--- config.mk ---
export PLATFORM = sky130hd
export DESIGN_NAME = sevb_status_bytes
export DESIGN_NICKNAME = d
export VERILOG_FILES = /design/src/verilog/sevb_pkg.sv /design/src/verilog/sevb_status_bytes.sv
export SDC_FILE = /design/constraint.sdc
export NUM_CORES = 1
export LEC_CHECK = 0
export BUFFER_PORTS_ARGS = -buffer_cell sky130_fd_sc_hd__buf_2
export CAP_MARGIN = 20
export CORE_ASPECT_RATIO = 1.1
export CORE_MARGIN = 3
export CORE_UTILIZATION = 30
export DETAILED_ROUTE_END_ITERATION = 7
export PLACE_DENSITY = 0.52
export SYNTH_ARGS = -nofsm -noshare
export SYNTH_HDL_FRONTEND = slang
export SYNTH_SLANG_ARGS = --single-unit
--- constraint.sdc ---
create_clock -name clk -period 1.5 [get_ports clk]
set_input_delay 0.225 -clock clk [delete_from_list [all_inputs] [get_ports clk]]
set_output_delay 0.225 -clock clk [all_outputs]
set_load 0.1 [all_outputs]
--- src/verilog/sevb_pkg.sv ---
package sevb_pkg;
  // bit positions in the measurement event byte
  localparam int MEV_FRONT_END_OVERLOAD    = 0;
  localparam int MEV_LOWPASS_OVERLOAD      = 1;
  localparam int MEV_OUTPUT_STAGE_OVERLOAD = 2;
  localparam int MEV_REFERENCE_LOST        = 3;
  localparam int MEV_RANGE_SWITCH          = 4;
  localparam int MEV_TC_INDIRECT           = 5;
  localparam int MEV_ARM_EVENT_SEEN        = 6;
  localparam int MEV_PLOT_DONE             = 7;
  // bit positions in the fault byte
  localparam int FLT_HARDCOPY  = 0;
  localparam int FLT_BACKUP    = 1;
  localparam int FLT_RAM       = 2;
  localparam int FLT_DISK      = 3;
  localparam int FLT_ROM       = 4;
  localparam int FLT_STREAM    = 5;
  localparam int FLT_DSP       = 6;
  localparam int FLT_MATH      = 7;
  // reset values and bus address
  localparam logic [7:0] FLAGS_RESET       = 8'h00;
  localparam logic [7:0] ENABLE_RESET      = 8'h00;
  localparam logic [4:0] BUS_ADDR_DEFAULT  = 5'h08;
  localparam logic [7:0] QUERY_DATA_RESET  = 8'h00;
  localparam logic [4:0] TC_EFFECTIVE_RESET = 5'h00;
  localparam logic       BIT_RESET         = 1'h0;
  // detection range thresholds in centihertz
  localparam logic [23:0] RANGE_LOW_CHZ    = 24'h004dd1; // 199.21 Hz
  localparam logic [23:0] RANGE_HIGH_CHZ   = 24'h004f58; // 203.12 Hz
  // longest time constant allowed in the upper range, index form
  localparam logic [4:0] TC_LIMIT_UPPER    = 5'h13;      // 30 s step
endpackage

--- src/verilog/sevb_status_bytes.sv ---
// Contract
// bit0 set on input or reserve overload
// bit1 set on lowpass filter overload
// bit2 set on output stage overload
// bit3 set on reference lost lock
// bit4 set on detection range switch
// upper range limits tc, disables sync filter
// bit5 set on indirect time constant change
// bit6 set on trigger when triggered mode
// bit7 set on plot completion
// event bits sticky until read or clear
// fault bit0 on print or plot error
// fault bit1 on backup failure at power-up
// fault bit2 on ram test error
// fault bit3 on disk or file error
// fault bit4 on rom test error
// fault bit5 on streaming transfer abort
// fault bit6 on signal processor test error
// fault bit7 on internal math error
// fault bits sticky until read or clear
// default bus address is eight
// configuration reset restores address eight
// byte read clears all, bit read one
// summary set while flag and enable both set
// set wins over same-cycle read clear
module sevb_status_bytes (
  // clock and reset
  input  wire logic        clk,
  input  wire logic        reset,
  // measurement event sources, one-cycle pulses or levels
  input  wire logic        front_end_overload,
  input  wire logic        lowpass_overload,
  input  wire logic        output_stage_overload,
  input  wire logic        reference_lost,
  input  wire logic [23:0] detect_freq_chz,
  input  wire logic        tc_indirect_change,
  input  wire logic        trigger_in,
  input  wire logic        triggered_mode,
  input  wire logic        plot_done,
  // fault sources
  input  wire logic        hardcopy_error,
  input  wire logic        backup_failed,
  input  wire logic        ram_test_error,
  input  wire logic        disk_error,
  input  wire logic        rom_test_error,
  input  wire logic        stream_aborted,
  input  wire logic        dsp_test_error,
  input  wire logic        math_error,
  // time constant and filter requests
  input  wire logic [4:0]  tc_request,
  input  wire logic        sync_filter_request,
  output logic [4:0]       tc_effective,
  output logic             sync_filter_on,
  output logic             upper_range,
  // command port from the interface parser
  input  wire logic        event_byte_query,
  input  wire logic        fault_byte_query,
  input  wire logic        query_bit_mode,
  input  wire logic [2:0]  query_bit_index,
  input  wire logic        clear_status,
  input  wire logic        event_enable_we,
  input  wire logic        fault_enable_we,
  input  wire logic [7:0]  enable_wdata,
  output logic [7:0]       query_data,
  output logic             query_valid,
  // summaries and address
  output logic             event_summary,
  output logic             fault_summary,
  input  wire logic        config_reset,
  input  wire logic        addr_we,
  input  wire logic [4:0]  addr_wdata,
  output logic [4:0]       bus_address
);

  logic [7:0]  measurement_event_flags_reg, measurement_event_flags_next;
  logic [7:0]  fault_flags_reg, fault_flags_next;
  logic [7:0]  event_enable_reg, event_enable_next;
  logic [7:0]  fault_enable_reg, fault_enable_next;
  logic [7:0]  query_data_reg, query_data_next;
  logic        query_valid_reg, query_valid_next;
  logic        upper_reg, upper_next;
  logic        range_known_reg, range_known_next;
  logic [4:0]  addr_reg, addr_next;
  logic        backup_seen_reg, backup_seen_next;
  logic [4:0]  tc_effective_reg, tc_effective_next;
  logic        sync_filter_on_reg, sync_filter_on_next;
  logic        event_summary_reg, event_summary_next;
  logic        fault_summary_reg, fault_summary_next;
  logic [7:0]  ev_set, flt_set, ev_clr, flt_clr, sel_mask;

  always_comb begin
    sel_mask = 8'h01 << query_bit_index;
    // upper range above high threshold, lower below low; hysteresis between
    upper_next       = upper_reg;
    range_known_next = 1'h1;
    if (detect_freq_chz > sevb_pkg::RANGE_HIGH_CHZ) begin
      upper_next = 1'h1;
    end else if (detect_freq_chz < sevb_pkg::RANGE_LOW_CHZ) begin
      upper_next = 1'h0;
    end
    ev_set = 8'h00;
    ev_set[sevb_pkg::MEV_FRONT_END_OVERLOAD]    = front_end_overload;
    ev_set[sevb_pkg::MEV_LOWPASS_OVERLOAD]      = lowpass_overload;
    ev_set[sevb_pkg::MEV_OUTPUT_STAGE_OVERLOAD] = output_stage_overload;
    ev_set[sevb_pkg::MEV_REFERENCE_LOST]        = reference_lost;

    ev_set[sevb_pkg::MEV_RANGE_SWITCH] = range_known_reg && (upper_next != upper_reg);

    ev_set[sevb_pkg::MEV_TC_INDIRECT] = tc_indirect_change ||
                                        (ev_set[sevb_pkg::MEV_RANGE_SWITCH] && upper_next &&
                                         tc_request > sevb_pkg::TC_LIMIT_UPPER);
    ev_set[sevb_pkg::MEV_ARM_EVENT_SEEN] = trigger_in && triggered_mode;
    ev_set[sevb_pkg::MEV_PLOT_DONE]      = plot_done;
    flt_set = 8'h00;
    flt_set[sevb_pkg::FLT_HARDCOPY] = hardcopy_error;
    // only the first cycle after power-up checks the backup memory
    flt_set[sevb_pkg::FLT_BACKUP]   = backup_failed && !backup_seen_reg;
    flt_set[sevb_pkg::FLT_RAM]      = ram_test_error;
    flt_set[sevb_pkg::FLT_DISK]     = disk_error;
    flt_set[sevb_pkg::FLT_ROM]      = rom_test_error;
    flt_set[sevb_pkg::FLT_STREAM]   = stream_aborted;
    flt_set[sevb_pkg::FLT_DSP]      = dsp_test_error;
    flt_set[sevb_pkg::FLT_MATH]     = math_error;
    backup_seen_next = 1'h1;

    ev_clr  = 8'h00;
    flt_clr = 8'h00;
    if (event_byte_query) begin
      ev_clr = query_bit_mode ? sel_mask : 8'hff;
    end
    if (fault_byte_query) begin
      flt_clr = query_bit_mode ? sel_mask : 8'hff;
    end
    if (clear_status) begin
      ev_clr  = 8'hff;
      flt_clr = 8'hff;
    end

    measurement_event_flags_next = (measurement_event_flags_reg & ~ev_clr) | ev_set;
    fault_flags_next             = (fault_flags_reg & ~flt_clr) | flt_set;
    // answer shows the value before the clear; event query wins if both asked
    query_valid_next = event_byte_query || fault_byte_query;
    query_data_next  = query_data_reg;
    if (event_byte_query) begin
      query_data_next = query_bit_mode ?
        {7'h00, measurement_event_flags_reg[query_bit_index]} : measurement_event_flags_reg;
    end else if (fault_byte_query) begin
      query_data_next = query_bit_mode ?
        {7'h00, fault_flags_reg[query_bit_index]} : fault_flags_reg;
    end
    event_enable_next = event_enable_we ? enable_wdata : event_enable_reg;
    fault_enable_next = fault_enable_we ? enable_wdata : fault_enable_reg;
    addr_next = addr_we ? addr_wdata : addr_reg;
    if (config_reset) begin
      addr_next = sevb_pkg::BUS_ADDR_DEFAULT;
    end
    // limits follow the range of the coming cycle, so the registered outputs
    // never show a long time constant while upper_range is already high
    tc_effective_next = tc_request;
    if (upper_next && tc_request > sevb_pkg::TC_LIMIT_UPPER) begin
      tc_effective_next = sevb_pkg::TC_LIMIT_UPPER;
    end
    sync_filter_on_next = sync_filter_request && !upper_next;
    // built from next values so a summary never lags its flags by a cycle
    event_summary_next = |(measurement_event_flags_next & event_enable_next);
    fault_summary_next = |(fault_flags_next & fault_enable_next);
  end

  always_ff @(posedge clk) begin
    if (reset) begin
      measurement_event_flags_reg <= sevb_pkg::FLAGS_RESET;
      fault_flags_reg             <= sevb_pkg::FLAGS_RESET;
      event_enable_reg            <= sevb_pkg::ENABLE_RESET;
      fault_enable_reg            <= sevb_pkg::ENABLE_RESET;
      query_data_reg              <= sevb_pkg::QUERY_DATA_RESET;
      query_valid_reg             <= sevb_pkg::BIT_RESET;
      upper_reg                   <= sevb_pkg::BIT_RESET;
      range_known_reg             <= sevb_pkg::BIT_RESET;
      addr_reg                    <= sevb_pkg::BUS_ADDR_DEFAULT;
      backup_seen_reg             <= sevb_pkg::BIT_RESET;
      tc_effective_reg            <= sevb_pkg::TC_EFFECTIVE_RESET;
      sync_filter_on_reg          <= sevb_pkg::BIT_RESET;
      event_summary_reg           <= sevb_pkg::BIT_RESET;
      fault_summary_reg           <= sevb_pkg::BIT_RESET;
    end else begin
      measurement_event_flags_reg <= measurement_event_flags_next;
      fault_flags_reg             <= fault_flags_next;
      event_enable_reg            <= event_enable_next;
      fault_enable_reg            <= fault_enable_next;
      query_data_reg              <= query_data_next;
      query_valid_reg             <= query_valid_next;
      upper_reg                   <= upper_next;
      range_known_reg             <= range_known_next;
      addr_reg                    <= addr_next;
      backup_seen_reg             <= backup_seen_next;
      tc_effective_reg            <= tc_effective_next;
      sync_filter_on_reg          <= sync_filter_on_next;
      event_summary_reg           <= event_summary_next;
      fault_summary_reg           <= fault_summary_next;
    end
  end

  assign tc_effective   = tc_effective_reg;
  assign sync_filter_on = sync_filter_on_reg;
  assign upper_range    = upper_reg;
  assign query_data     = query_data_reg;
  assign query_valid    = query_valid_reg;
  assign bus_address    = addr_reg;
  assign event_summary  = event_summary_reg;
  assign fault_summary  = fault_summary_reg;

  // stickiness, set over clear, byte reads, trigger gate, limits, address and summary
  a_event_sticky: assert property (@(posedge clk) disable iff (reset)
    (front_end_overload && !clear_status) |=> measurement_event_flags_reg[0])
    else $error("overload flag not set");
  a_event_hold: assert property (@(posedge clk) disable iff (reset)
    (measurement_event_flags_reg[3] && !event_byte_query && !clear_status)
      |=> measurement_event_flags_reg[3])
    else $error("event flag dropped without clear");
  a_fault_hold: assert property (@(posedge clk) disable iff (reset)
    (fault_flags_reg[7] && !fault_byte_query && !clear_status) |=> fault_flags_reg[7])
    else $error("fault flag dropped without clear");
  a_set_wins: assert property (@(posedge clk) disable iff (reset)
    (event_byte_query && plot_done) |=> measurement_event_flags_reg[7])
    else $error("event lost on read");
  a_byte_clear: assert property (@(posedge clk) disable iff (reset)
    (fault_byte_query && !query_bit_mode && flt_set == 8'h00) |=> fault_flags_reg == 8'h00)
    else $error("byte read did not clear");
  a_read_data: assert property (@(posedge clk) disable iff (reset)
    (event_byte_query && !query_bit_mode)
      |=> query_valid && query_data == $past(measurement_event_flags_reg))
    else $error("query data wrong");
  a_arm_event_seen_gate: assert property (@(posedge clk) disable iff (reset)
    (!measurement_event_flags_reg[6] && !triggered_mode) |=> !measurement_event_flags_reg[6])
    else $error("trigger flag set while untriggered");
  a_upper_limit: assert property (@(posedge clk) disable iff (reset)
    upper_range |-> (tc_effective <= sevb_pkg::TC_LIMIT_UPPER) && !sync_filter_on)
    else $error("upper range limits broken");
  a_addr_restore: assert property (@(posedge clk) disable iff (reset)
    config_reset |=> bus_address == sevb_pkg::BUS_ADDR_DEFAULT)
    else $error("address not restored");
  a_summary_set: assert property (@(posedge clk) disable iff (reset)
    (measurement_event_flags_reg[0] && event_enable_reg[0]) |-> event_summary)
    else $error("event summary missing");

  // per-bit sources
  a_arm_event_seen_set: assert property (@(posedge clk) disable iff (reset)
    (trigger_in && triggered_mode) |=> measurement_event_flags_reg[6])
    else $error("trigger flag not set");
  a_plot_set: assert property (@(posedge clk) disable iff (reset)
    plot_done |=> measurement_event_flags_reg[7])
    else $error("plot flag not set");
  a_unlock_set: assert property (@(posedge clk) disable iff (reset)
    reference_lost |=> measurement_event_flags_reg[3])
    else $error("unlock flag not set");
  a_stream_set: assert property (@(posedge clk) disable iff (reset)
    stream_aborted |=> fault_flags_reg[5])
    else $error("stream abort flag not set");
  a_backup_once: assert property (@(posedge clk) disable iff (reset)
    (backup_seen_reg && !fault_flags_reg[1]) |=> !fault_flags_reg[1])
    else $error("backup flag set after power-up");

  // reads, clears and answers
  a_bit_clear: assert property (@(posedge clk) disable iff (reset)
    (event_byte_query && query_bit_mode && !clear_status && ev_set == 8'h00)
      |=> measurement_event_flags_reg == ($past(measurement_event_flags_reg) & ~$past(sel_mask)))
    else $error("bit read cleared wrong bits");
  a_clear_all: assert property (@(posedge clk) disable iff (reset)
    (clear_status && ev_set == 8'h00 && flt_set == 8'h00)
      |=> measurement_event_flags_reg == 8'h00 && fault_flags_reg == 8'h00)
    else $error("clear did not empty the bytes");
  a_fault_data: assert property (@(posedge clk) disable iff (reset)
    (fault_byte_query && !event_byte_query && !query_bit_mode)
      |=> query_valid && query_data == $past(fault_flags_reg))
    else $error("fault query data wrong");
  a_bit_data: assert property (@(posedge clk) disable iff (reset)
    (event_byte_query && query_bit_mode) |=> query_data[7:1] == 7'h00 &&
      query_data[0] == |($past(measurement_event_flags_reg) & $past(sel_mask)))
    else $error("bit query data wrong");
  a_valid_pulse: assert property (@(posedge clk) disable iff (reset)
    (!event_byte_query && !fault_byte_query) |=> !query_valid)
    else $error("answer without query");

  // range, limits, summaries and address
  a_range_up: assert property (@(posedge clk) disable iff (reset)
    (detect_freq_chz > sevb_pkg::RANGE_HIGH_CHZ) |=> upper_range)
    else $error("upper range not entered");
  a_range_down: assert property (@(posedge clk) disable iff (reset)
    (detect_freq_chz < sevb_pkg::RANGE_LOW_CHZ) |=> !upper_range)
    else $error("upper range not left");
  a_range_hold: assert property (@(posedge clk) disable iff (reset)
    (detect_freq_chz >= sevb_pkg::RANGE_LOW_CHZ && detect_freq_chz <= sevb_pkg::RANGE_HIGH_CHZ)
      |=> $stable(upper_range))
    else $error("range moved inside the band");
  a_range_flag: assert property (@(posedge clk) disable iff (reset)
    (range_known_reg && !upper_range && detect_freq_chz > sevb_pkg::RANGE_HIGH_CHZ)
      |=> measurement_event_flags_reg[4])
    else $error("range switch flag not set");
  a_tc_range: assert property (@(posedge clk) disable iff (reset)
    (range_known_reg && !upper_range && detect_freq_chz > sevb_pkg::RANGE_HIGH_CHZ &&
     tc_request > sevb_pkg::TC_LIMIT_UPPER) |=> measurement_event_flags_reg[5])
    else $error("indirect time constant flag not set");
  a_fault_summary: assert property (@(posedge clk) disable iff (reset)
    (fault_flags_reg == 8'h00) |-> !fault_summary)
    else $error("fault summary without flags");
  a_addr_hold: assert property (@(posedge clk) disable iff (reset)
    (!addr_we && !config_reset) |=> $stable(bus_address))
    else $error("address moved without write");

endmodule

# Word-level counts from Yosys, hierarchy flattened
# Index checks and enable logic that the tools add are counted.
# word_totals
output_inout_bits,23
elab_cells,63
reg_bits,56
in_bits,72
# classes
eq_ne,1
n_lt_le_gt_ge,4
shifts,1
bitwise_logic,8
n_reduce_logical,16
mux,19
# ops
cell,n
two-way mux 8 bit,11
bitwise AND 8 bit,4
> comparator 24 x 15 -> 1 bit (second input constant),1
< comparator 24 x 15 -> 1 bit (second input constant),1
inverter 8 bit,2
OR 8 bit,2
OR reduction 8 bit,2
left shift 1 x 3 -> 8 bit (first input constant),1
logical AND 1 bit,7
binary-select mux 1 bit (select 3 bit),2
> comparator 5 bit (second input constant),1
two-way mux 1 bit,5
two-way mux 5 bit,1
< comparator 3 x 4 -> 1 bit (second input constant),1
OR reduction 2 bit,2
zero test 1 bit,2
logical OR 1 bit,2
nonzero test 2 bit,1
inequality test 1 bit,1

# Depth between registers and ports, before layout
# depth
ltp_word,11
mapped_depth,7
mapped_depth_nobuf,5

# Least setup slack after synthesis
# OpenSTA, ideal clock, no wires.
# synth_path
kind,flip-flop to flip-flop
startpoint,"register upper_reg, in the netlist upper_range"
endpoint,"register event_summary_reg, in the netlist event_summary"
n_path_buf,0
period_less_slack_ns,1.738
required_ns,1.359
path_slack_ns,-0.238
arrival_ns,1.597
setup_ns,0.141
path_stages_with_launch,4
cell_sequence,dfxtp_1 nor2_1 a221oi_1 o221ai_1
# synth_between
elab_chain_len,10
# synth_rtl
element,line_no,rtl
from (decl),sevb_status_bytes.sv:81,"logic upper_reg, upper_next;"
from (signal assigned),sevb_status_bytes.sv:177,upper_reg <= sevb_pkg::BIT_RESET;
from (signal assigned),sevb_status_bytes.sv:192,upper_reg <= upper_next;
two-way mux 1 bit,sevb_status_bytes.sv:98,end else if (detect_freq_chz < sevb_pkg::RANGE_LOW_CHZ) begin
two-way mux 1 bit,sevb_status_bytes.sv:96,if (detect_freq_chz > sevb_pkg::RANGE_HIGH_CHZ) begin
inequality test 1 bit,sevb_status_bytes.sv:107,ev_set[sevb_pkg::MEV_RANGE_SWITCH] = range_known_reg && (upper_next != upper_reg);
logical AND 1 bit,sevb_status_bytes.sv:107,
logical AND 1 bit (2 in series),sevb_status_bytes.sv:110,(ev_set[sevb_pkg::MEV_RANGE_SWITCH] && upper_next &&
logical OR 1 bit,sevb_status_bytes.sv:109,ev_set[sevb_pkg::MEV_TC_INDIRECT] = tc_indirect_change ||
OR 8 bit (*),sevb_status_bytes.sv:139,measurement_event_flags_next = (measurement_event_flags_reg & ~ev_clr) | ev_set;
bitwise AND 8 bit (*),sevb_status_bytes.sv:165,event_summary_next = |(measurement_event_flags_next & event_enable_next);
OR reduction 8 bit (*),sevb_status_bytes.sv:165,
to (signal assigned),sevb_status_bytes.sv:183,event_summary_reg <= sevb_pkg::BIT_RESET;
to (signal assigned),sevb_status_bytes.sv:198,event_summary_reg <= event_summary_next;
to (decl),sevb_status_bytes.sv:87,"logic event_summary_reg, event_summary_next;"
# Mark *: on every way between the ends. The rest lies on a longest branch, timed or not.
# A chain may end at the register's enable or synchronous reset.

# Final worst setup path
# layout_path
startpoint,input port query_bit_index[0]
endpoint,"register event_summary_reg, in the netlist event_summary"
# layout_between
elab_chain_len,9
# layout_rtl
element,line_no,rtl
from (decl),sevb_status_bytes.sv:59,"input wire logic [2:0] query_bit_index,"
left shift 1 x 3 -> 8 bit,sevb_status_bytes.sv:92,sel_mask = 8'h01 << query_bit_index;
two-way mux 8 bit,sevb_status_bytes.sv:129,ev_clr = query_bit_mode ? sel_mask : 8'hff;
two-way mux 8 bit,sevb_status_bytes.sv:128,if (event_byte_query) begin
two-way mux 8 bit,sevb_status_bytes.sv:134,if (clear_status) begin
inverter 8 bit,sevb_status_bytes.sv:139,
bitwise AND 8 bit,sevb_status_bytes.sv:139,
OR 8 bit,sevb_status_bytes.sv:139,
bitwise AND 8 bit,sevb_status_bytes.sv:165,
OR reduction 8 bit,sevb_status_bytes.sv:165,
# No other way between the ends.

==> out/metrics.yaml <==
sta:
  worstMarginPinSlew_ns: 0.509
  rsz0062_at_grt: "yes"
  relSlewSlack_pct: 66.3
  fin_crit_ns: 1.49
  fin_setup_tns_ns: 0
  report.final.slew_viol_count: 0
  fin_skew_ns: 0.0162
  fmax_mhz: 672
  period_share_pct: 99.2
  hold_viol_final: 0
  setup_viol: 0
  holdWs_ns: 0.127
die:
  core_area_sq_um: 8080
  io-pin-count: 95
  dieArea_sq_um: 9680
  die_height_um: 103
  dieWidth_um: 94.1
  rows: 34
  initial_core_util_pct: 31.7
grt:
  overflow: 0
  grt_max_degree: 20
  grt_pass1_wl_um: 11800
  grt_pass1_vias: 2361
  grtUsageTotal_pct: 15.7
  grt_antenna_before_repair: 0
worst_setup_path:
  crit_fanout: 7
  max_stage_delay_ns: 0.53
  path_cells: "buf_12, or4b_4, a41oi_2, o22ai_2, o31ai_2, o221ai_1"
  start_kind: "primary input"
  ff2ff_path_depth: 5
  r2r_end: "query_data[0]"
  critical_path_class: "in2reg"
  worstSetupEndpointType: "flop"
  rr_startpoint: "fault_flags_reg[7]"
  critPathLaunch: "query_bit_index[0]"
  required_ns: 1.68
  critical_path_arrival_ns: 1.67
  cp_slowest_cell: "or4b_4"
  r2r_setup_slack_ns: 0.09
cts:
  clk_pin_slew_ns: 0.10
  cts_buffers: 5
  cts.sinks: 56
  cts_max_path_buffers: 2
  htreeDepth: 2
  worstSkewPairLatency_ns: 0.32
  ctsRootBufferMaster: "clkbuf_8"
  cts_tree: "done"
synthesis:
  ys_seq_elements: 56
  syn_area_per_cell_sq_um: 8.98
  synth_area_sq_um: 2560
  syn_nets: 357
  ys_types: 46
  synth-seq-area-share_pct: 43.8
  ys_warn_count: 0
  postSynthCellCount: 285
route:
  drt_iter0_drc: 128
  postRouteAntennaNets: 0
  dr.pass1.iters: 4
  drc: 0
  viasPerCell: 4.93
  wl_um: 7640
  routedWlPerCell_um: 14.6
  vias: 2581
pwr:
  power_leakage_nw: 1.69
  power_density_nw_per_um2: 996
  peakVddDrop_uv: 395
min_path:
  min_to: "bus_address[3]"
  hp-start: "addr_wdata[3]"
  holdCritPathClass: "in2reg"
  min_path_cells: 3
finish:
  areaGrowthSynthToFinish_pct: 41.0
  final_nets: 486
  n_antenna_cell: 0
  n_fill_cell: 851
  drive_gt1_share_pct: 39.8
placement:
  place.gp.congestion: 0.840
  portBuffers: 94
  hpwl_um: 6240
run_status:
  status: "finished clean"
flow_run:
  cap_violations: 0
[Yosys cell counts (all sizes together)]
cell     instances  area (sq um)
nand2b           1          6.26
nor4             2          12.5
o22ai            7          43.8
and3             5          31.3
mux2i           21           210
nand4bb          2          22.5
a221oi           2          17.5
nor2            52           195
o221ai           1          8.76
mux2             2          22.5
nor3b            3          32.5
a211oi           1          7.51
o31ai            2          25.0
or4b             1          13.8
a31oi            8          50.1
dfxtp           56          1120
o21ai           13          65.1
o41ai            1          8.76
a41o             1          10.0
nand3            3          15.0
inv              8          30.0
nor3             7          35.0
a21oi           17          85.1
a41oi            8          85.1
nor2b           12          75.1
clkbuf           9          33.8
nand4b           3          26.3
nand2            9          33.8
a32oi            1          8.76
nand3b           1          7.51
and2             1          6.26
mux4             2          45.0
o21bai           2          15.0
or2              2          12.5
a21boi           1          7.51
a21bo            1          10.0
and3b            2          17.5
a22oi            2          15.0
o41a             1          11.3
buf              9          61.3
nand4            3          18.8
[report_power, final]
group          internal (mW)  leakage (nW)  switching, mW
logic                  0.305          1.16          0.505
registers               1.57         0.463         0.0420
clock network          0.672        0.0687          0.499
total                   2.55          1.69           1.05
[kinds of logic after synthesis]
logic type | synth area share (%)
AO/OA/AOI/OAI | 18.5
buffers and inverters | 4.89
flip-flops | 43.8
multiplexers | 10.9
AND/OR/NAND/NOR | 21.9
[critical path, delay by kind of cell]
kind	cells	cell delay (ns)
AND/OR/NAND/NOR	1	0.53
buffers and inverters	1	0.11
AO/OA/AOI/OAI	4	0.81
[worst max path at each step]
stage | to | slack (ns)
after floorplan | event_summary | -0.02
after global placement | event_summary | -0.22
after detailed placement | event_summary | -0.27
after CTS | query_data[0] | 0.04
after global routing | event_summary | -0.03
final | event_summary | 0.01
[timing repair]
action / CTS / global route
endpoints found under the setup margin: 0 / 3
endpoints found under the hold margin: 0 / 0
resized for setup: 0 / 14
setup buffers: 0 / 3
hold buffers: 0 / 0
[final cells by class]
type	count	area (sq um)	area share, %
Multi-Input combinational cell	203	1330	36.8
Timing Repair Buffer	140	856	23.7
Clock inverter	3	68.8	1.91
Inverter	8	30.0	0.832
Clock buffer	5	68.8	1.91
Sequential cell	56	1120	31.1
Tap cell	108	135	3.74
[layer usage]
layer  track usage (%)  vias to the layer above  share of wire, %
met5                 0                        -                 0
met4              2.67                        0              0.60
met3              3.94                        4               7.4
met2              27.1                       92                47
met1              20.1                     1192                45
li1                  -                     1293                 -
[metrics by stage]
| stage | area (sq um) | util, % | std cells | setup WS, ns | power [mW] |
|---|---|---|---|---|---|
| floorplan | 2560 | - | 285 | -0.0174 | 2.14 |
| global placement | 3410 | 42.2 | 512 | -0.224 | 2.43 |
| detailed placement | 3410 | 42.2 | 512 | -0.269 | 2.44 |
| CTS | 3540 | 43.9 | 520 | 0.0395 | 3.61 |
| global route | 3610 | 44.6 | 523 | -0.0269 | 3.77 |
| finish | 3610 | 44.6 | 523 | 0.0120 | 3.59 |
[cells in the final DEF, fill, tap and decap left out, types with 3 or more instances in the layout]
| cell | n |
|---|---|
| buf_2 | 91 |
| dfxtp_1 | 54 |
| nor2_1 | 52 |
| buf_4 | 45 |
| mux2i_1 | 21 |
| a21oi_1 | 17 |
| nor2b_1 | 12 |
| o21ai_0 | 10 |
| nand2_1 | 9 |
| inv_1 | 8 |
| a31oi_1 | 8 |
| nor3_1 | 7 |
| a41oi_1 | 6 |
| o22ai_1 | 6 |
| and3_1 | 5 |
| clkbuf_8 | 5 |
| o21ai_1 | 3 |
| nand3_1 | 3 |
| nand4b_1 | 3 |
| nand4_1 | 3 |
Note: power is estimated with default switching activity, not from simulation.
